[config.mk]
export PLATFORM = sky130hd
export DESIGN_NAME = spi_port
export DESIGN_NICKNAME = d
export VERILOG_FILES = /design/src/spi_port_pkg.sv /design/src/spi_core_if.sv /design/src/spi_shift_engine.sv /design/src/spi_port.sv
export SDC_FILE = /design/constraint.sdc
export NUM_CORES = 1
export LEC_CHECK = 0
export BUFFER_PORTS_ARGS = -buffer_cell sky130_fd_sc_hd__buf_2
export CORE_UTILIZATION = 55
export DETAILED_ROUTE_END_ITERATION = 6
export HOLD_SLACK_MARGIN = 0.03
export PLACE_DENSITY = 0.79
export SYNTH_ARGS = -nofsm -noshare
export SYNTH_HDL_FRONTEND = slang
export SYNTH_SLANG_ARGS = --single-unit
[constraint.sdc]
create_clock -name sys_clk -period 7.8 [get_ports sys_clk]
set_clock_uncertainty 0.15 [all_clocks]
set_input_delay 1.17 -clock sys_clk [delete_from_list [all_inputs] [get_ports sys_clk]]
set_output_delay 1.17 -clock sys_clk [all_outputs]
set_load 0.005 [all_outputs]
[src/spi_port_pkg.sv]
/*
  Constants for the synchronous serial port in SPI mode: register offsets,
  field positions, reset values, mode codes and divider counts.
  Assumes an 8-bit register port and a 200 MHz system clock.
*/
package spi_port_pkg;

  localparam int ADDR_W = 8;
  localparam int DATA_W = 8;

  // Register offsets
  localparam logic [7:0] OFS_BUF = 8'h13;
  localparam logic [7:0] OFS_CTRL = 8'h14;
  localparam logic [7:0] OFS_DIR_C = 8'h87;
  localparam logic [7:0] OFS_DIR_A = 8'h85;
  localparam logic [7:0] OFS_STAT = 8'h94;
  localparam logic [7:0] OFS_IRQ_STAT = 8'h0c;
  localparam logic [7:0] OFS_IRQ_CLR = 8'h0d;
  localparam logic [7:0] OFS_IRQ_EN = 8'h8c;

  // Control register fields
  localparam int CTRL_WCOL = 7;
  localparam int CTRL_OVF = 6;
  localparam int CTRL_EN = 5;
  localparam int CTRL_CPOL = 4;
  localparam logic [7:0] CTRL_RST = 8'h00;

  // Direction bits: port C 3/4/5 and port A 5
  localparam int DIR_SCK = 3;
  localparam int DIR_SDI = 4;
  localparam int DIR_SDO = 5;
  localparam int DIR_SS = 5;
  localparam logic [7:0] DIR_RST = 8'hff;

  // Status register fields
  localparam int STAT_BF = 0;
  localparam logic [7:0] STAT_RST = 8'h00;

  // Interrupt bits
  localparam int IRQ_W = 3;
  localparam int IRQ_DONE = 0;
  localparam int IRQ_OVF = 1;
  localparam int IRQ_WCOL = 2;
  localparam logic [2:0] IRQ_RST = 3'h0;

  // Mode field codes (control bits 3:0)
  typedef enum logic [3:0]
  {
    MODE_M_DIV4 = 4'h0,
    MODE_M_DIV16 = 4'h1,
    MODE_M_DIV64 = 4'h2,
    MODE_M_DIV128 = 4'h3,
    MODE_S_SS = 4'h4,
    MODE_S_NOSS = 4'h5
  } mode_t;

  // Half periods of the master serial clock, in system clock cycles
  localparam logic [6:0] HALF_DIV4 = 7'h02;
  localparam logic [6:0] HALF_DIV16 = 7'h08;
  localparam logic [6:0] HALF_DIV64 = 7'h20;
  localparam logic [6:0] HALF_DIV128 = 7'h40;

  localparam logic [3:0] BITS_PER_WORD = 4'h8;

  typedef enum logic
  {
    ST_IDLE = 1'b0,
    ST_SHIFT = 1'b1
  } xfer_st_t;

endpackage

[src/spi_core_if.sv]
/*
  Bundle between the register side of the serial port and its shift engine.
  Assumes both ends run on the same system clock.
*/
`timescale 1ns/1ps
interface spi_core_if;
  logic [7:0] tx_data;
  logic [7:0] rx_data;
  logic load;
  logic done;
  logic busy;
  logic master;
  logic cpol;
  logic ss_use;
  logic xfer_rst;
  logic tick;
  logic sck_in;
  logic sdi_in;
  logic ss_n_in;
  logic sck_out;
  logic serial_data_out_pin;

  modport ctrl (
    output tx_data, load, master, cpol, ss_use, xfer_rst, tick, sck_in, sdi_in, ss_n_in,
    input rx_data, done, busy, sck_out, serial_data_out_pin
  );
  modport engine (
    input tx_data, load, master, cpol, ss_use, xfer_rst, tick, sck_in, sdi_in, ss_n_in,
    output rx_data, done, busy, sck_out, serial_data_out_pin
  );
endinterface

[src/spi_shift_engine.sv]
/*
  Shift engine: moves one byte out and one byte in, MSB first.
  Assumes serial inputs arrive already synchronised to sys_clk.
*/
`timescale 1ns/1ps
module spi_shift_engine
  import spi_port_pkg::*;
(
  // Clock and reset
  input wire logic sys_clk,
  input wire logic sys_rst,
  // Control side
  spi_core_if.engine core
);
  import spi_port_pkg::*;

  xfer_st_t state_reg;
  logic [7:0] shift_reg;
  logic [3:0] cnt_reg;
  logic sample_reg;
  logic sck_reg;
  logic sck_prev_reg;

  // Data leaves on the trailing edge; a slave takes it on the leading edge
  wire logic s_lead = (core.sck_in != sck_prev_reg) && (core.sck_in != core.cpol);
  wire logic s_trail = (core.sck_in != sck_prev_reg) && (core.sck_in == core.cpol);
  wire logic m_lead = core.tick && (state_reg == ST_SHIFT) && (sck_reg == core.cpol);
  wire logic m_trail = core.tick && (state_reg == ST_SHIFT) && (sck_reg != core.cpol);
  wire logic lead = core.master ? m_lead : s_lead;
  wire logic trail = core.master ? m_trail : (s_trail && state_reg == ST_SHIFT);
  wire logic last = (cnt_reg == BITS_PER_WORD - 4'h1);
  // Master takes data on the trailing edge: the input synchroniser would make a
  // leading-edge sample one bit stale at the fastest rate
  wire logic in_bit = core.master ? core.sdi_in : sample_reg;
  wire logic m_done = trail && (cnt_reg == BITS_PER_WORD);
  wire logic s_done = lead && last;

  assign core.serial_data_out_pin = shift_reg[7];
  assign core.sck_out = core.master ? sck_reg : core.cpol;
  assign core.busy = (state_reg == ST_SHIFT);
  assign core.done = core.master ? m_done : s_done;
  assign core.rx_data = {shift_reg[6:0], core.sdi_in};

  always_ff @(posedge sys_clk)
  begin
    sck_prev_reg <= core.sck_in;
    if (sys_rst || core.xfer_rst)
    begin
      state_reg <= ST_IDLE;
      cnt_reg <= 4'h0;
      sck_reg <= core.cpol;
      sample_reg <= 1'b0;
    end
    else
    begin
      if (state_reg == ST_IDLE)
        sck_reg <= core.cpol;
      else if (core.master && core.tick)
        sck_reg <= ~sck_reg;
      if (core.load && core.master && state_reg == ST_IDLE)
        state_reg <= ST_SHIFT;
      if (lead)
      begin
        sample_reg <= core.sdi_in;
        cnt_reg <= cnt_reg + 4'h1;
        state_reg <= ST_SHIFT;
      end
      if (trail)
      begin
        if (cnt_reg == BITS_PER_WORD)
        begin
          cnt_reg <= 4'h0;
          state_reg <= ST_IDLE;
        end
      end
    end
  end

  // A high select only restarts the transfer, so a byte loaded beforehand survives
  always_ff @(posedge sys_clk)
  begin
    if (sys_rst)
      shift_reg <= 8'h00;
    else if (core.load && state_reg == ST_IDLE)
      shift_reg <= core.tx_data;
    else if (trail && !core.xfer_rst)
      shift_reg <= {shift_reg[6:0], in_bit};
  end
endmodule

[src/spi_port.sv]
/*
  Synchronous serial port, SPI mode: register port, pin handling, clock divider,
  interrupt logic and the shift engine instance.
  Assumes an 8-bit register master that never waits and external pins that
  are asynchronous to sys_clk.
*/
// Implementation choice: strobed register access.
`timescale 1ns/1ps
// Notes on behaviour
// - One byte shifts out and one in together, timed by the serial clock.
// - A transfer uses data out, data in and serial clock lines.
// - A slave may also use an active-low select framed by the master.
// - Master drives the serial clock; slave takes it as an input.
// - Polarity bit picks which clock edges launch and sample data.
// - The rate setting applies only in master mode.
// - Honouring the select input is an option meaningful only for slaves.
// - Control bits four to zero choose role, polarity, rate and select.
// - The port works only while control bit five is set.
// - Enable hands the four pins to the serial port.
// - Status bit zero is set while a received byte waits.
// - Start and stop status bits are zero after reset and when disabled.
// - Slave with select enabled resets its transfer while select is high.
module spi_port
  import spi_port_pkg::*;
(
  // Clock and reset
  input wire logic sys_clk,
  input wire logic sys_rst,
  // Register port
  input wire logic [spi_port_pkg::ADDR_W-1:0] addr,
  input wire logic [spi_port_pkg::DATA_W-1:0] wdata,
  input wire logic wr,
  input wire logic rd,
  output logic [spi_port_pkg::DATA_W-1:0] rdata,
  // Interrupt
  output logic irq,
  // Serial pins
  input wire logic sck_i,
  output logic sck_o,
  output logic sck_oe,
  input wire logic sdi_i,
  output logic sdo_o,
  output logic sdo_oe,
  input wire logic ss_n_i
);
  import spi_port_pkg::*;

  spi_core_if core ();

  logic [7:0] ctrl_reg;
  logic [7:0] dir_c_reg;
  logic [7:0] dir_a_reg;
  logic [7:0] buf_reg;
  logic bf_reg;
  logic [IRQ_W-1:0] irq_st_reg;
  logic [IRQ_W-1:0] irq_en_reg;
  logic [7:0] rdata_reg;
  logic [6:0] div_reg;
  logic [1:0] sck_sync_reg;
  logic [1:0] sdi_sync_reg;
  logic [1:0] ss_sync_reg;

  function automatic logic is_master(input logic [3:0] mode);
    is_master = (mode <= MODE_M_DIV128);
  endfunction

  function automatic logic [6:0] half_count(input logic [3:0] mode);
    case (mode)
      MODE_M_DIV4: half_count = HALF_DIV4;
      MODE_M_DIV16: half_count = HALF_DIV16;
      MODE_M_DIV64: half_count = HALF_DIV64;
      default: half_count = HALF_DIV128;
    endcase
  endfunction

  // Control decode
  wire logic [3:0] mode = ctrl_reg[3:0];
  wire logic enabled = ctrl_reg[CTRL_EN];
  wire logic master = is_master(mode);
  wire logic ss_use = (mode == MODE_S_SS);
  wire logic ss_high = ss_sync_reg[1];
  wire logic ss_idle = !master && ss_use && ss_high;

  // Register access decode
  wire logic wr_buf = wr && (addr == OFS_BUF);
  wire logic wr_ctrl = wr && (addr == OFS_CTRL);
  wire logic rd_buf = rd && (addr == OFS_BUF);
  wire logic wr_irq_clr = wr && (addr == OFS_IRQ_CLR);
  wire logic collide = wr_buf && core.busy;
  wire logic overflow = core.done && bf_reg;
  wire logic [IRQ_W-1:0] irq_set = {collide, overflow, core.done};

  // Start/stop detection exists only in the two-wire mode, so they stay zero
  wire logic [7:0] status = {2'b00, 1'b0, 1'b0, 1'b0, 1'b0, 1'b0, bf_reg};

  wire logic [7:0] rd_mux =
    (addr == OFS_BUF) ? buf_reg :
    (addr == OFS_CTRL) ? ctrl_reg :
    (addr == OFS_STAT) ? status :
    (addr == OFS_DIR_C) ? dir_c_reg :
    (addr == OFS_DIR_A) ? dir_a_reg :
    (addr == OFS_IRQ_STAT) ? {5'h00, irq_st_reg} :
    (addr == OFS_IRQ_EN) ? {5'h00, irq_en_reg} :
    8'h00;

  // Sticky error bits: hardware set beats a software clear
  wire logic wcol_next = collide || (ctrl_reg[CTRL_WCOL] && !(wr_ctrl && !wdata[CTRL_WCOL]));
  wire logic ovf_next = overflow || (ctrl_reg[CTRL_OVF] && !(wr_ctrl && !wdata[CTRL_OVF]));
  wire logic [5:0] cfg_next = wr_ctrl ? wdata[5:0] : ctrl_reg[5:0];
  wire logic bf_next = core.done || (bf_reg && !rd_buf);
  wire logic [IRQ_W-1:0] irq_st_next =
    irq_set | (irq_st_reg & ~(wr_irq_clr ? wdata[IRQ_W-1:0] : {IRQ_W{1'b0}}));

  // Divider runs during any transfer; only a master transfer takes its tick
  wire logic div_end = (div_reg == half_count(mode) - 7'h01);

  // Engine hookup
  assign core.tx_data = wdata;
  assign core.load = wr_buf && !core.busy && enabled;
  assign core.master = master;
  assign core.cpol = ctrl_reg[CTRL_CPOL];
  assign core.ss_use = ss_use;
  assign core.xfer_rst = !enabled || ss_idle;
  assign core.tick = master && core.busy && div_end;
  assign core.sck_in = sck_sync_reg[1];
  assign core.sdi_in = sdi_sync_reg[1];
  assign core.ss_n_in = ss_high;

  // Pins belong to the port only while enabled
  assign sck_o = enabled ? core.sck_out : 1'b0;
  assign sck_oe = enabled && master && !dir_c_reg[DIR_SCK];
  assign sdo_o = enabled ? core.serial_data_out_pin : 1'b0;
  assign sdo_oe = enabled && !dir_c_reg[DIR_SDO] && !ss_idle;
  assign rdata = rdata_reg;
  assign irq = |(irq_st_reg & irq_en_reg);

  spi_shift_engine engine_u (
    .sys_clk(sys_clk),
    .sys_rst(sys_rst),
    .core(core.engine)
  );

  always_ff @(posedge sys_clk)
  begin
    sck_sync_reg <= {sck_sync_reg[0], sck_i};
    sdi_sync_reg <= {sdi_sync_reg[0], sdi_i};
    ss_sync_reg <= {ss_sync_reg[0], ss_n_i};
  end

  always_ff @(posedge sys_clk)
  begin
    if (sys_rst)
    begin
      ctrl_reg <= CTRL_RST;
      dir_c_reg <= DIR_RST;
      dir_a_reg <= DIR_RST;
      bf_reg <= 1'b0;
      irq_st_reg <= IRQ_RST;
      irq_en_reg <= IRQ_RST;
      rdata_reg <= 8'h00;
    end
    else
    begin
      ctrl_reg <= {wcol_next, ovf_next, cfg_next};
      bf_reg <= bf_next;
      irq_st_reg <= irq_st_next;
      rdata_reg <= rd ? rd_mux : 8'h00;
      if (wr && addr == OFS_DIR_C)
        dir_c_reg <= wdata;
      if (wr && addr == OFS_DIR_A)
        dir_a_reg <= wdata;
      if (wr && addr == OFS_IRQ_EN)
        irq_en_reg <= wdata[IRQ_W-1:0];
    end
  end

  // A full buffer is not overwritten; the overflow flag reports the lost byte
  always_ff @(posedge sys_clk)
  begin
    if (sys_rst)
      buf_reg <= 8'h00;
    else if (core.done && !bf_reg)
      buf_reg <= core.rx_data;
  end

  always_ff @(posedge sys_clk)
  begin
    if (sys_rst || !core.busy || div_end)
      div_reg <= 7'h00;
    else
      div_reg <= div_reg + 7'h01;
  end
endmodule

==> results of run 1 <==
[layout make-up]
class,count,share of cell area [%]
sequential,76,38.75
tap,75,2.374
clock inverter,6,1.773
multi-input combinational,294,46.91
timing repair buffer,40,5.381
inverter,11,1.045
clock buffer,10,3.767
[stage by stage]
stage               cells  setup WS, ns  total power [W]  util (%)  area [µm²]
global placement      496         4.342        0.0004259     61.60        3734
CTS                   512         4.199        0.0007400     65.21        3953
floorplan             403         4.559        0.0004127         -        3520
detailed placement    496         4.248        0.0004264     61.60        3734
global route          512         4.046        0.0007607     65.21        3953
finish                512         4.148        0.0007391     65.21        3953
[synth_stat cells, types with 2 or more instances]
library cell / instances / area (µm²)
sky130_fd_sc_hd__nor3_1: 5 / 25.02
sky130_fd_sc_hd__or3b_2: 2 / 17.52
sky130_fd_sc_hd__a21o_2: 6 / 52.55
sky130_fd_sc_hd__mux2i_1: 24 / 240.2
sky130_fd_sc_hd__a22oi_1: 13 / 97.59
sky130_fd_sc_hd__a22o_1: 4 / 35.03
sky130_fd_sc_hd__or3_1: 3 / 18.77
sky130_fd_sc_hd__ha_1: 4 / 50.05
sky130_fd_sc_hd__and2_1: 4 / 25.02
sky130_fd_sc_hd__nand3b_1: 10 / 75.07
sky130_fd_sc_hd__inv_1: 11 / 41.29
sky130_fd_sc_hd__a21oi_1: 30 / 150.1
sky130_fd_sc_hd__nor3b_1: 2 / 15.01
sky130_fd_sc_hd__nand3_1: 25 / 125.1
sky130_fd_sc_hd__xnor2_1: 6 / 52.55
sky130_fd_sc_hd__nand2_1: 49 / 183.9
sky130_fd_sc_hd__buf_2: 3 / 15.01
sky130_fd_sc_hd__a21o_1: 2 / 15.01
sky130_fd_sc_hd__a211o_1: 8 / 70.07
sky130_fd_sc_hd__dfxtp_1: 75 / 1501
sky130_fd_sc_hd__o21ai_0: 8 / 40.04
sky130_fd_sc_hd__clkbuf_1: 16 / 60.06
sky130_fd_sc_hd__nor2_1: 29 / 108.9
sky130_fd_sc_hd__xor2_1: 3 / 26.28
sky130_fd_sc_hd__a21oi_2: 3 / 26.28
sky130_fd_sc_hd__o21a_1: 2 / 15.01
sky130_fd_sc_hd__nor4_1: 3 / 18.77
sky130_fd_sc_hd__or4_1: 2 / 15.01
sky130_fd_sc_hd__nor4b_1: 3 / 26.28
sky130_fd_sc_hd__and3_1: 8 / 50.05
sky130_fd_sc_hd__nand2b_1: 20 / 125.1
[final timing paths]
path                                  from                                  to  slack [ns]  cells after the start
hold reg to reg    sck_sync_reg[0]$_DFF_P_             sck_sync_reg[1]$_DFF_P_        0.18                      0
setup reg to reg  ctrl_reg[2]$_SDFFE_PP0P_  engine_u.shift_reg[3]$_SDFFE_PP0P_        4.15                      9
setup / recovery  ctrl_reg[2]$_SDFFE_PP0P_  engine_u.shift_reg[3]$_SDFFE_PP0P_        4.15                      9
hold / removal     sck_sync_reg[0]$_DFF_P_             sck_sync_reg[1]$_DFF_P_        0.18                      0
[layer usage]
layer / vias to the layer above / wire length, µm
met5: - / 0
met4: 0 / 213
met3: 24 / 612
met2: 124 / 4066
met1: 1515 / 3755
li1: 1484 / -
[layout by cell type, fill, tap and decap left out, types with 6 or more instances in the layout]
cell,instances
sky130_fd_sc_hd__a22oi_1,13
sky130_fd_sc_hd__dfxtp_1,75
sky130_fd_sc_hd__xnor2_1,6
sky130_fd_sc_hd__clkbuf_8,9
sky130_fd_sc_hd__inv_1,11
sky130_fd_sc_hd__and3_1,8
sky130_fd_sc_hd__nand2_1,49
sky130_fd_sc_hd__mux2i_1,24
sky130_fd_sc_hd__a21oi_1,30
sky130_fd_sc_hd__a211o_1,8
sky130_fd_sc_hd__nand2b_1,20
sky130_fd_sc_hd__a21o_2,6
sky130_fd_sc_hd__nand3_1,25
sky130_fd_sc_hd__nand3b_1,10
sky130_fd_sc_hd__o21ai_0,8
sky130_fd_sc_hd__buf_2,35
sky130_fd_sc_hd__nor2_1,29
[critical path, delay by kind of cell (launching register included)]
kind / cells / cell delay, ns
simple gates: 4 / 1.75
compound gates: 3 / 0.84
flops: 1 / 0.39
fa+ha+maj: 1 / 0.31
xor+xnor: 1 / 0.13
[power groups by stage]
stage,Combinational [W],Sequential (W),Clock (W)
floorplan,0.0000123,0.000400,0
global placement,0.0000252,0.000401,0
detailed placement,0.0000256,0.000401,0
CTS,0.0000257,0.000392,0.000323
global route,0.0000283,0.000392,0.000341
finish,0.0000262,0.000392,0.000321
[logic make-up after synthesis]
kind of cell               count (synthesis)
xor gates and xnor gates                   9
buffers and inverters                     33
DFF                                       76
and+or+nand+nor                          172
muxes                                     24
AOI/OAI and AO/OA                         85
adders and majority gates                  4
==> results.yml, run 1 <==
status:
  result_of_the_run: "finished, final reports clean"
placed_design:
  gp_routability_congestion: 0.8858
  dpl.hpwl_mm: 5.852
  io_buffer_count: 35
setup_path:
  startpoint_type: "flop"
  setup.worst_path.class: "flop to flop"
  worstPathRequired_ns: 7.92
  timing.critical_path.arrival_ns: 3.77
  crit_slowest_cell: "sky130_fd_sc_hd__or4_1"
  critical-path-max-stage-delay_ns: 0.77
  cp_max_fo: 16
  worstPathCellList: "nor2_1, nand3b_1, ha_1, xnor2_1, a2111o_1, or3_1, or4_1, a21o_2, a21oi_1"
  critical_path.endpoint_type: "flop"
job:
  max_cap_violations: 0
synthesis:
  yosys-mux-area-fraction_pct: 6.825
  synth-seq-cells: 76
  yosys.area_share.adder_pct: 1.422
  synthesis.area_per_instance_um2: 8.734
  synth_cell_types: 51
  simple_gate_portion_of_the_synthesized_area_pct: 25.20
  synth-async-reset-ratio_pct: 0
  synth-edff-count: 1
  synth_area_um2: 3520
  seq_area_frac_synth_pct: 43.51
  synth_xor_area_share_pct: 2.240
  syn_nets: 430
  yosys_warnings: 0
  dominant_combinational_cell_family_by_area_after_synthesis: "simple AND/OR/NAND/NOR gates"
  postSynth.topFlopCell: "sky130_fd_sc_hd__dfxtp_1"
  synth_compound_gate_area_share_pct: 16.64
  synthesis.instances: 403
sta:
  final_period_minus_worst_setup_slack_ns: 3.652
  slew-limit-headroom_pct: 29.23
  grt_setup_unrepaired: "no"
  finalSetupTns_ns: 0
  post_route_hold_slack_ns: 0.1815
  final-setup-viol-count: 0
  slew_viol_final: 0
  tightestPinTransition_ns: 1.058
  hold_viol_final: 0
  part_of_the_cycle_the_worst_path_needs_pct: 46.82
  timing.fmax_mhz: 273.8
power:
  p_switching_w: 0.0001706
  power.clock.fraction_pct: 43.5
  power.share.switching_pct: 23.09
  irDropWorstVdd_uv: 129.0
  power_density_of_the_placed_cells_nw_per_um2: 187.0
  leakage_nw: 1.494
  internal-power_w: 0.0005685
  combPwrFrac_pct: 3.5
  seqPwrFrac_pct: 53.0
floorplan:
  fp-row-count: 28
  floorplan.die.width_um: 82.00
  die_y_um: 82.00
  initial_core_util_pct: 58.07
  floorplan.die_area_um2: 6723
  io_pins: 36
  core_um2: 6061
global_routing:
  via_count_of_the_first_global_routing_pass: 2844
  grt_remaining_overflow: 0
  grt_util_met2_pct: 43.80
  grt_start_max_net_pins: 55
  globalRouteMet1Util_pct: 35.39
  number_of_antenna_violations_at_the_first_check_in_global_routing: 0
  groute.usage.overall_pct: 27.27
  grt-busiest-layer: "met2"
  gr-usage-met3_pct: 5.889
  grt_first_pass_wirelength_mm: 13.52
route:
  detailed_router_iteration_count_before_antenna_repair: 5
  postRouteWirelength_mm: 8.647
  drt_first_iter_violations: 222
  post_drt_wl_per_cell_um: 16.89
  route.detailed.drc: 0
  vias_per_cell: 6.146
  vias: 3147
  antenna_violating_nets_post_route: 0
clock_tree:
  worst_setup_hold_path_clk_slew_ns: 0.08
  htreeDepth: 3
  cts_post_setup_buffers_inserted: 0
  clock_insertion_delay_worst_skew_ns: 0.35
  cts.path.max_buffers: 2
  cts-buffers-inserted: 9
  tritoncts_num_sinks: 76
  cts_resized: 0
  cts_hold_buf: 0
  clk_root_buffer_cell: "sky130_fd_sc_hd__clkbuf_8"
  cts_tree: "built"
final_layout:
  multiInputGateArea_um2: 1854
  n_fill_cell: 528
  finish.net_count: 459
  insertedDiodeCount: 0
  drive_gt1_share_pct: 16.70
  area_growth_syn_to_layout_pct: 12.30
  final-seq-area_um2: 1531
hold_path:
  class_of_the_worst_hold_path: "flop to flop"
Note: power is estimated with default switching activity, not from simulation.
==> run 2, diff against run 1 <==
ABC_AREA = 1   (was default)
CORE_UTILIZATION = 53   (was 55)
PLACE_DENSITY = 0.8   (was 0.79)
clock period = 3 ns   (was 7.8 ns; I/O delays follow)
==> run 2 against run 1 <==
  * The flow now finishes with violations (design-rule violations)
  * Clock power rose to 2.9 times the previous value
  * Worst setup slack worse by 3.7 ns
  * Hold slack worse by 0.14 ns
  * Area after synthesis up 2.2%
  * Power rose to 2.7 times the previous value
  * Flip-flop and latch count unchanged
  * Critical path type unchanged
  * Critical endpoint is now buf_reg[6]$_SDFFE_PP0P_
  * Largest power group unchanged
  * Highest routed layer unchanged
==> results.yml, run 2 <==
synthesis:
  synth-seq-cells: 76
  dominant_combinational_cell_family_by_area_after_synthesis: "simple AND/OR/NAND/NOR gates"
  synth_compound_gate_area_share_pct: 17.80
  synth_xor_area_share_pct: 1.460
  seq_area_frac_synth_pct: 42.56
  synthDominantAreaCellType: "sky130_fd_sc_hd__dfxtp_1"
  synth.cells.most_frequent: "sky130_fd_sc_hd__nand2_1, sky130_fd_sc_hd__dfxtp_1, sky130_fd_sc_hd__inv_1"
  yosys.area_share.adder_pct: 1.391
  postSynth.topFlopCell: "sky130_fd_sc_hd__dfxtp_1"
  simple_gate_portion_of_the_synthesized_area_pct: 26.60
  synthesis.instances: 487
  synth_cell_types: 42
  synth_area_um2: 3598
  synthesis.area_per_instance_um2: 7.389
  synth_top_area_share_pct: 41.72
  yosys-mux-area-fraction_pct: 0.2782
  syn_nets: 514
  yosys_warnings: 0
  synth-edff-count: 1
  count_leader_synth: "sky130_fd_sc_hd__nand2_1"
  synth-async-reset-ratio_pct: 0
  synth_area_leaders: "sky130_fd_sc_hd__dfxtp_1, sky130_fd_sc_hd__nand2_1, sky130_fd_sc_hd__inv_1, sky130_fd_sc_hd__a21oi_1, sky130_fd_sc_hd__o21ai_0"
route:
  vias_per_cell: 5.570
  drt_first_iter_violations: 288
  post_drt_wl_per_cell_um: 14.57
  vias: 3392
  antenna_violating_nets_post_route: 0
  detailed_router_iteration_count_before_antenna_repair: 7
  route.detailed.drc: 4
  postRouteWirelength_mm: 8.871
sta:
  part_of_the_cycle_the_worst_path_needs_pct: 85.39
  slew-limit-headroom_pct: 59.54
  tightestPinTransition_ns: 0.6032
  final-setup-viol-count: 0
  grt_setup_unrepaired: "no"
  slew_viol_final: 0
  hold_viol_final: 0
  timing.fmax_mhz: 390.4
  finalSetupTns_ns: 0
  final_period_minus_worst_setup_slack_ns: 2.562
  post_route_hold_slack_ns: 0.04240
global_routing:
  grt_remaining_overflow: 0
  number_of_antenna_violations_at_the_first_check_in_global_routing: 0
  grt_start_max_net_pins: 22
  via_count_of_the_first_global_routing_pass: 3199
  grt_first_pass_wirelength_mm: 14.75
  groute.usage.overall_pct: 26.44
hold_path:
  class_of_the_worst_hold_path: "input port to flop"
  whs_path_depth: 1
  whs_endpoint: "ss_sync_reg[0]$_DFF_P_"
  timing.hold.worst.start: "ss_n_i"
floorplan:
  floorplan.die.width_um: 84.40
  floorplan.die_area_um2: 7123
  initial_core_util_pct: 55.71
  io_pins: 36
  die_y_um: 84.40
  fp-row-count: 29
  core_um2: 6459
final_layout:
  post_layout_nonfiller_instances: 609
  insertedDiodeCount: 0
  drive_gt1_share_pct: 18.23
  multiInputGateArea_um2: 1710
  most_common_cell_after_layout_fill_and_taps_aside: "sky130_fd_sc_hd__nand2_1"
  n_fill_cell: 571
  final-seq-area_um2: 1531
  area_growth_syn_to_layout_pct: 13.53
  finish.net_count: 554
  layout_common_cells: "sky130_fd_sc_hd__nand2_1, sky130_fd_sc_hd__dfxtp_1, sky130_fd_sc_hd__inv_1"
setup_path:
  rr_startpoint: "ctrl_reg[0]$_SDFFE_PP0P_"
  timing.reg2reg.setup_slack_ns: 0.44
  setup.worst_path.class: "flop to flop"
  startpoint_type: "flop"
  timing.critical_path.arrival_ns: 2.66
  critical_path.endpoint_type: "flop"
  end_of_the_worst_register_to_register_path: "buf_reg[6]$_SDFFE_PP0P_"
  worstRegToRegCells: 16
  cp_max_fo: 17
  worstPathRequired_ns: 3.10
placed_design:
  dpl.hpwl_mm: 6.421
  io_buffer_count: 35
  numPlacedInstances: 593
  gp_routability_congestion: 0.8623
power:
  irDropWorstVdd_uv: 301.7
  power_density_of_the_placed_cells_nw_per_um2: 492.6
  p_switching_w: 0.0004502
  power.clock.fraction_pct: 45.8
  combPwrFrac_pct: 3.6
  leakage_nw: 1.790
  power.share.switching_pct: 22.37
  internal-power_w: 0.001562
  seqPwrFrac_pct: 50.6
clock_tree:
  cts_post_setup_buffers_inserted: 0
  worst_setup_hold_path_clk_slew_ns: 0.08
  cts.path.max_buffers: 2
  cts_resized: 0
  cts-buffers-inserted: 9
  htreeDepth: 3
  tritoncts_num_sinks: 76
  cts_tree: "built"
  clock_insertion_delay_worst_skew_ns: 0.36
  cts_hold_buf: 0
  clk_root_buffer_cell: "sky130_fd_sc_hd__clkbuf_8"
status:
  result_of_the_run: "finished with violations"
  failing_checks: "design-rule violations"
job:
  max_cap_violations: 0
-- run 2: cell families (layout without fill, tap and decap cells) --
family,count (synthesis),in the layout
AND/OR/NAND/NOR,202,202
AO/OA/AOI/OAI,111,111
buffers and inverters,87,132
flip-flops,76,76
XOR/XNOR,6,6
adder cells (fa/ha/maj),4,4
multiplexers,1,1
-- run 2: power groups by stage --
stage | combinational, W | sequential [W] | clock, W
floorplan | 0.0000353 | 0.00104 | 0
detailed placement | 0.0000700 | 0.00104 | 0
finish | 0.0000721 | 0.00102 | 0.000922
global route | 0.0000804 | 0.00102 | 0.000979
global placement | 0.0000685 | 0.00104 | 0
CTS | 0.0000706 | 0.00102 | 0.000931
-- run 2: final cells by class --
class,count,area share (%)
Sequential cell,76,37.49
Tap cell,77,2.358
Timing Repair Buffer,42,5.574
Inverter,74,6.799
Clock buffer,10,3.645
Multi-Input combinational cell,324,41.87
Clock inverter,6,2.266
-- run 2: worst max-delay path: stages (launching register included) --
cell and delay, ns:
sky130_fd_sc_hd__dfxtp_1 0.37, sky130_fd_sc_hd__nor2_1 0.25, sky130_fd_sc_hd__nand2_2 0.09, sky130_fd_sc_hd__ha_1 0.29
sky130_fd_sc_hd__inv_1 0.04, sky130_fd_sc_hd__nand2_1 0.05, sky130_fd_sc_hd__nand2_1 0.04, sky130_fd_sc_hd__nor2_1 0.13
sky130_fd_sc_hd__nand2_2 0.09, sky130_fd_sc_hd__inv_2 0.06, sky130_fd_sc_hd__nand4_1 0.09, sky130_fd_sc_hd__nor2_1 0.14
sky130_fd_sc_hd__nand4_2 0.16, sky130_fd_sc_hd__nand2_4 0.27, sky130_fd_sc_hd__nand3_1 0.10, sky130_fd_sc_hd__nand2_1 0.09
sky130_fd_sc_hd__nor2_1 0.05
-- run 2: routing by layer --
metal	share of wire, %	vias up	track usage [%]
met5	0	-	0
met2	47	134	42.55
met3	7.5	21	5.998
met4	2.3	0	10.48
li1	-	1672	-
met1	43	1565	34.67
-- run 2: how the worst max path moves through the flow --
stage,slack [ns],from,end
CTS,0.44,ctrl_reg[0]$_SDFFE_PP0P_,buf_reg[1]$_SDFFE_PP0P_
global placement,0.57,ctrl_reg[0]$_SDFFE_PP0P_,buf_reg[1]$_SDFFE_PP0P_
global route,0.27,ctrl_reg[0]$_SDFFE_PP0P_,buf_reg[4]$_SDFFE_PP0P_
floorplan,0.65,ctrl_reg[2]$_SDFFE_PP0P_,buf_reg[7]$_SDFFE_PP0P_
detailed placement,0.45,ctrl_reg[0]$_SDFFE_PP0P_,buf_reg[1]$_SDFFE_PP0P_
finish,0.44,ctrl_reg[0]$_SDFFE_PP0P_,buf_reg[6]$_SDFFE_PP0P_
-- run 2: through the flow --
stage / util (%) / setup WS, ns / cell area, µm² / total power, W
2_1_floorplan: - / 0.6531 / 3598 / 0.001076
3_3_place_gp: 59.51 / 0.5723 / 3844 / 0.001110
3_5_place_dp: 59.51 / 0.4528 / 3844 / 0.001112
4_1_cts: 63.25 / 0.4409 / 4085 / 0.002020
5_1_grt: 63.25 / 0.2664 / 4085 / 0.002078
6_report: 63.25 / 0.4384 / 4085 / 0.002012
==> run 3, diff against run 2 <==
SYNTH_HIERARCHICAL = 1   (was default)
==> run 3 against run 2 <==
  * The flow now finishes without violations
  * Clock power increased by 1%
  * Sequential share of layout area down 1.6 points
  * Hold slack better by 0.013 ns
  * Largest cell class unchanged
  * Count of clock-buffer cells in the layout unchanged
  * Final cell count up 5.1%
  * Sequential power about the same
==> results.yml, run 3 <==
status:
  result_of_the_run: "finished, final reports clean"
synthesis:
  synth_area_leaders: "sky130_fd_sc_hd__dfxtp_1, sky130_fd_sc_hd__nand2_1, sky130_fd_sc_hd__nor2_1, sky130_fd_sc_hd__inv_1, sky130_fd_sc_hd__nand3_1"
  synth-async-reset-ratio_pct: 0
  synth.cells.most_frequent: "sky130_fd_sc_hd__nand2_1, sky130_fd_sc_hd__dfxtp_1, sky130_fd_sc_hd__nor2_1"
  synthesis.area_per_instance_um2: 7.212
  synth_xor_area_share_pct: 1.909
  synthesis.instances: 509
  yosys_warnings: 6
  synth_top_area_share_pct: 40.90
  yosys-mux-area-fraction_pct: 0
  dominant_combinational_cell_family_by_area_after_synthesis: "simple AND/OR/NAND/NOR gates"
  synth-edff-count: 1
  synth_compound_gate_area_share_pct: 12.88
  seq_area_frac_synth_pct: 41.72
  count_leader_synth: "sky130_fd_sc_hd__nand2_1"
  synthDominantAreaCellType: "sky130_fd_sc_hd__dfxtp_1"
  synth-seq-cells: 76
  simple_gate_portion_of_the_synthesized_area_pct: 33.09
  synth_area_um2: 3671
  yosys.area_share.adder_pct: 1.363
  postSynth.topFlopCell: "sky130_fd_sc_hd__dfxtp_1"
  synth_cell_types: 37
  syn_nets: 536
power:
  power.clock.fraction_pct: 45.6
  leakage_nw: 2.004
  combPwrFrac_pct: 4.5
  internal-power_w: 0.001595
  power.share.switching_pct: 21.83
  seqPwrFrac_pct: 49.9
  irDropWorstVdd_uv: 341.3
  p_switching_w: 0.0004455
  power_density_of_the_placed_cells_nw_per_um2: 476.7
hold_path:
  class_of_the_worst_hold_path: "input port to flop"
  whs_endpoint: "ss_sync_reg[0]$_DFF_P_"
  timing.hold.worst.start: "ss_n_i"
  whs_path_depth: 1
placed_design:
  gp_routability_congestion: 0.8822
  dpl.hpwl_mm: 6.241
  place_area_um2: 3948
  io_buffer_count: 35
clock_tree:
  htreeDepth: 3
  tritoncts_num_sinks: 76
  cts.path.max_buffers: 2
  clock_insertion_delay_worst_skew_ns: 0.35
  worst_setup_hold_path_clk_slew_ns: 0.08
  cts_tree: "built"
  clk_root_buffer_cell: "sky130_fd_sc_hd__clkbuf_8"
  cts-buffers-inserted: 9
sta:
  post_route_hold_slack_ns: 0.05537
  final-setup-viol-count: 0
  grt_setup_unrepaired: "yes"
  final_period_minus_worst_setup_slack_ns: 2.944
  slew_viol_final: 0
  timing.fmax_mhz: 339.7
  part_of_the_cycle_the_worst_path_needs_pct: 98.13
  hold_viol_final: 0
  slew-limit-headroom_pct: 40.33
  tightestPinTransition_ns: 0.8941
setup_path:
  critical-path-max-stage-delay_ns: 0.34
  timing.critical_path.arrival_ns: 3.08
  critical_path.n_buffers_inverters: 5
  cp_top_family: "simple AND/OR/NAND/NOR gates"
  timing.reg2reg.setup_slack_ns: 0.06
  worstPathCellList: "nor2_4, nand3_2, ha_4, inv_2, nand2_2, nand2_2, nor3_2, nand2_1, inv_1, nand3_2, nor3_2, nand3_1, buf_4, o21ai_4, nand4_1, o21ai_2, inv_2, nor2_4, buf_6, o21ai_0, nor2_1"
  end_of_the_worst_register_to_register_path: "buf_reg[3]$_SDFFE_PP0P_"
  startpoint_type: "flop"
  setup.worst_path.class: "flop to flop"
  rr_startpoint: "ctrl_reg[3]$_SDFFE_PP0P_"
  worstPathRequired_ns: 3.14
  crit_slowest_cell: "sky130_fd_sc_hd__dfxtp_2"
  cp_max_fo: 7
  worstRegToRegCells: 21
  critical_path.endpoint_type: "flop"
global_routing:
  groute.usage.overall_pct: 25.24
  number_of_antenna_violations_at_the_first_check_in_global_routing: 0
  grt_first_pass_wirelength_mm: 14.17
  grt_start_max_net_pins: 28
  grt_remaining_overflow: 0
  via_count_of_the_first_global_routing_pass: 3119
floorplan:
  core_um2: 6531
  die_y_um: 85.23
  fp-row-count: 29
  floorplan.die_area_um2: 7263
  initial_core_util_pct: 56.21
  floorplan.die.width_um: 85.23
  io_pins: 36
route:
  antenna_violating_nets_post_route: 0
  drt_first_iter_violations: 315
  vias_per_cell: 5.320
  detailed_router_iteration_count_before_antenna_repair: 5
  postRouteWirelength_mm: 8.588
  post_drt_wl_per_cell_um: 13.42
  vias: 3405
  route.detailed.drc: 0
job:
  max_cap_violations: 0
final_layout:
  layout_common_cells: "sky130_fd_sc_hd__nand2_1, sky130_fd_sc_hd__dfxtp_1, sky130_fd_sc_hd__nor2_1"
  finish.net_count: 585
  most_common_cell_after_layout_fill_and_taps_aside: "sky130_fd_sc_hd__nand2_1"
  drive_gt1_share_pct: 20.96
  area_growth_syn_to_layout_pct: 16.63
  insertedDiodeCount: 0
  final_cell_area_um2: 4282
run 3: cell types whose count changed after synthesis, sizes merged, moves of 4 or more:
cell / previous run / this run
nand2: 103 / 125
clkbuf: 8 / 3
a21oi: 55 / 27
o22ai: 5 / 1
o21ai: 36 / 47
nor2: 44 / 76
run 3: repair_timing:
| action | in CTS | in global routing |
|---|---|---|
| hold buffers | 0 | 0 |
| pin swaps | 0 | 14 |
| endpoints found under the setup margin | 8 | 11 |
| resized for setup | 2 | 24 |
| buffers inserted | 0 | 3 |
run 3: metal layers:
metal / track usage (%) / wire, µm / vias to the layer above
met4: 10.17 / 193 / 0
li1: - / - / 1737
met2: 40.40 / 3948 / 111
met3: 4.961 / 477 / 17
met5: 0 / 0 / -
met1: 33.58 / 3968 / 1540
run 3: power groups by stage:
stage / logic, W / registers, W / clock network, W
after global routing: 0.000100 / 0.00102 / 0.000992
after detailed placement: 0.0000886 / 0.00104 / 0
after CTS: 0.0000890 / 0.00102 / 0.000945
after floorplan: 0.0000499 / 0.00104 / 0
after global placement: 0.0000866 / 0.00104 / 0
final: 0.0000910 / 0.00102 / 0.000931
run 3: cell type report:
class | instances | area (µm²)
fillers | 568 | 2250
inverters | 70 | 262.8
well taps | 77 | 96.34
multi-input cells | 354 | 1878
flip-flops and latches | 76 | 1535
clock inverters | 6 | 112.6
clock buffers | 10 | 127.6
repair buffers | 47 | 269.0
run 3: through the flow:
stage	utilization, %	std cells	setup TNS (ns)	worst slack (ns)	total power [W]
3_3_place_gp	60.44	621	0	0.1231	0.001129
2_1_floorplan	-	509	0	0.03433	0.001092
3_5_place_dp	60.44	621	-0.2329	-0.04761	0.001131
5_1_grt	65.56	640	-1.072	-0.1314	0.002112
6_report	65.56	640	0	0.05615	0.002041
4_1_cts	64.20	637	0	0.001118	0.002053
run 3: worst max path at each step:
stage,depth (start not counted),startpoint,slack (ns),end
after floorplan,20,ctrl_reg[2]$_SDFFE_PP0P_,0.03,buf_reg[6]$_SDFFE_PP0P_
after global placement,22,ctrl_reg[2]$_SDFFE_PP0P_,0.12,buf_reg[6]$_SDFFE_PP0P_
after detailed placement,22,ctrl_reg[2]$_SDFFE_PP0P_,-0.05,buf_reg[4]$_SDFFE_PP0P_
after CTS,21,ctrl_reg[2]$_SDFFE_PP0P_,0.001,buf_reg[4]$_SDFFE_PP0P_
after global routing,21,ctrl_reg[3]$_SDFFE_PP0P_,-0.13,buf_reg[4]$_SDFFE_PP0P_
final,21,ctrl_reg[3]$_SDFFE_PP0P_,0.06,buf_reg[3]$_SDFFE_PP0P_
run 3: cells by family after synthesis:
family | Yosys count
AND/OR/NAND/NOR | 259
AO/OA/AOI/OAI | 83
adder cells (fa/ha/maj) | 4
buffers and inverters | 79
flip-flops | 76
XOR/XNOR | 8
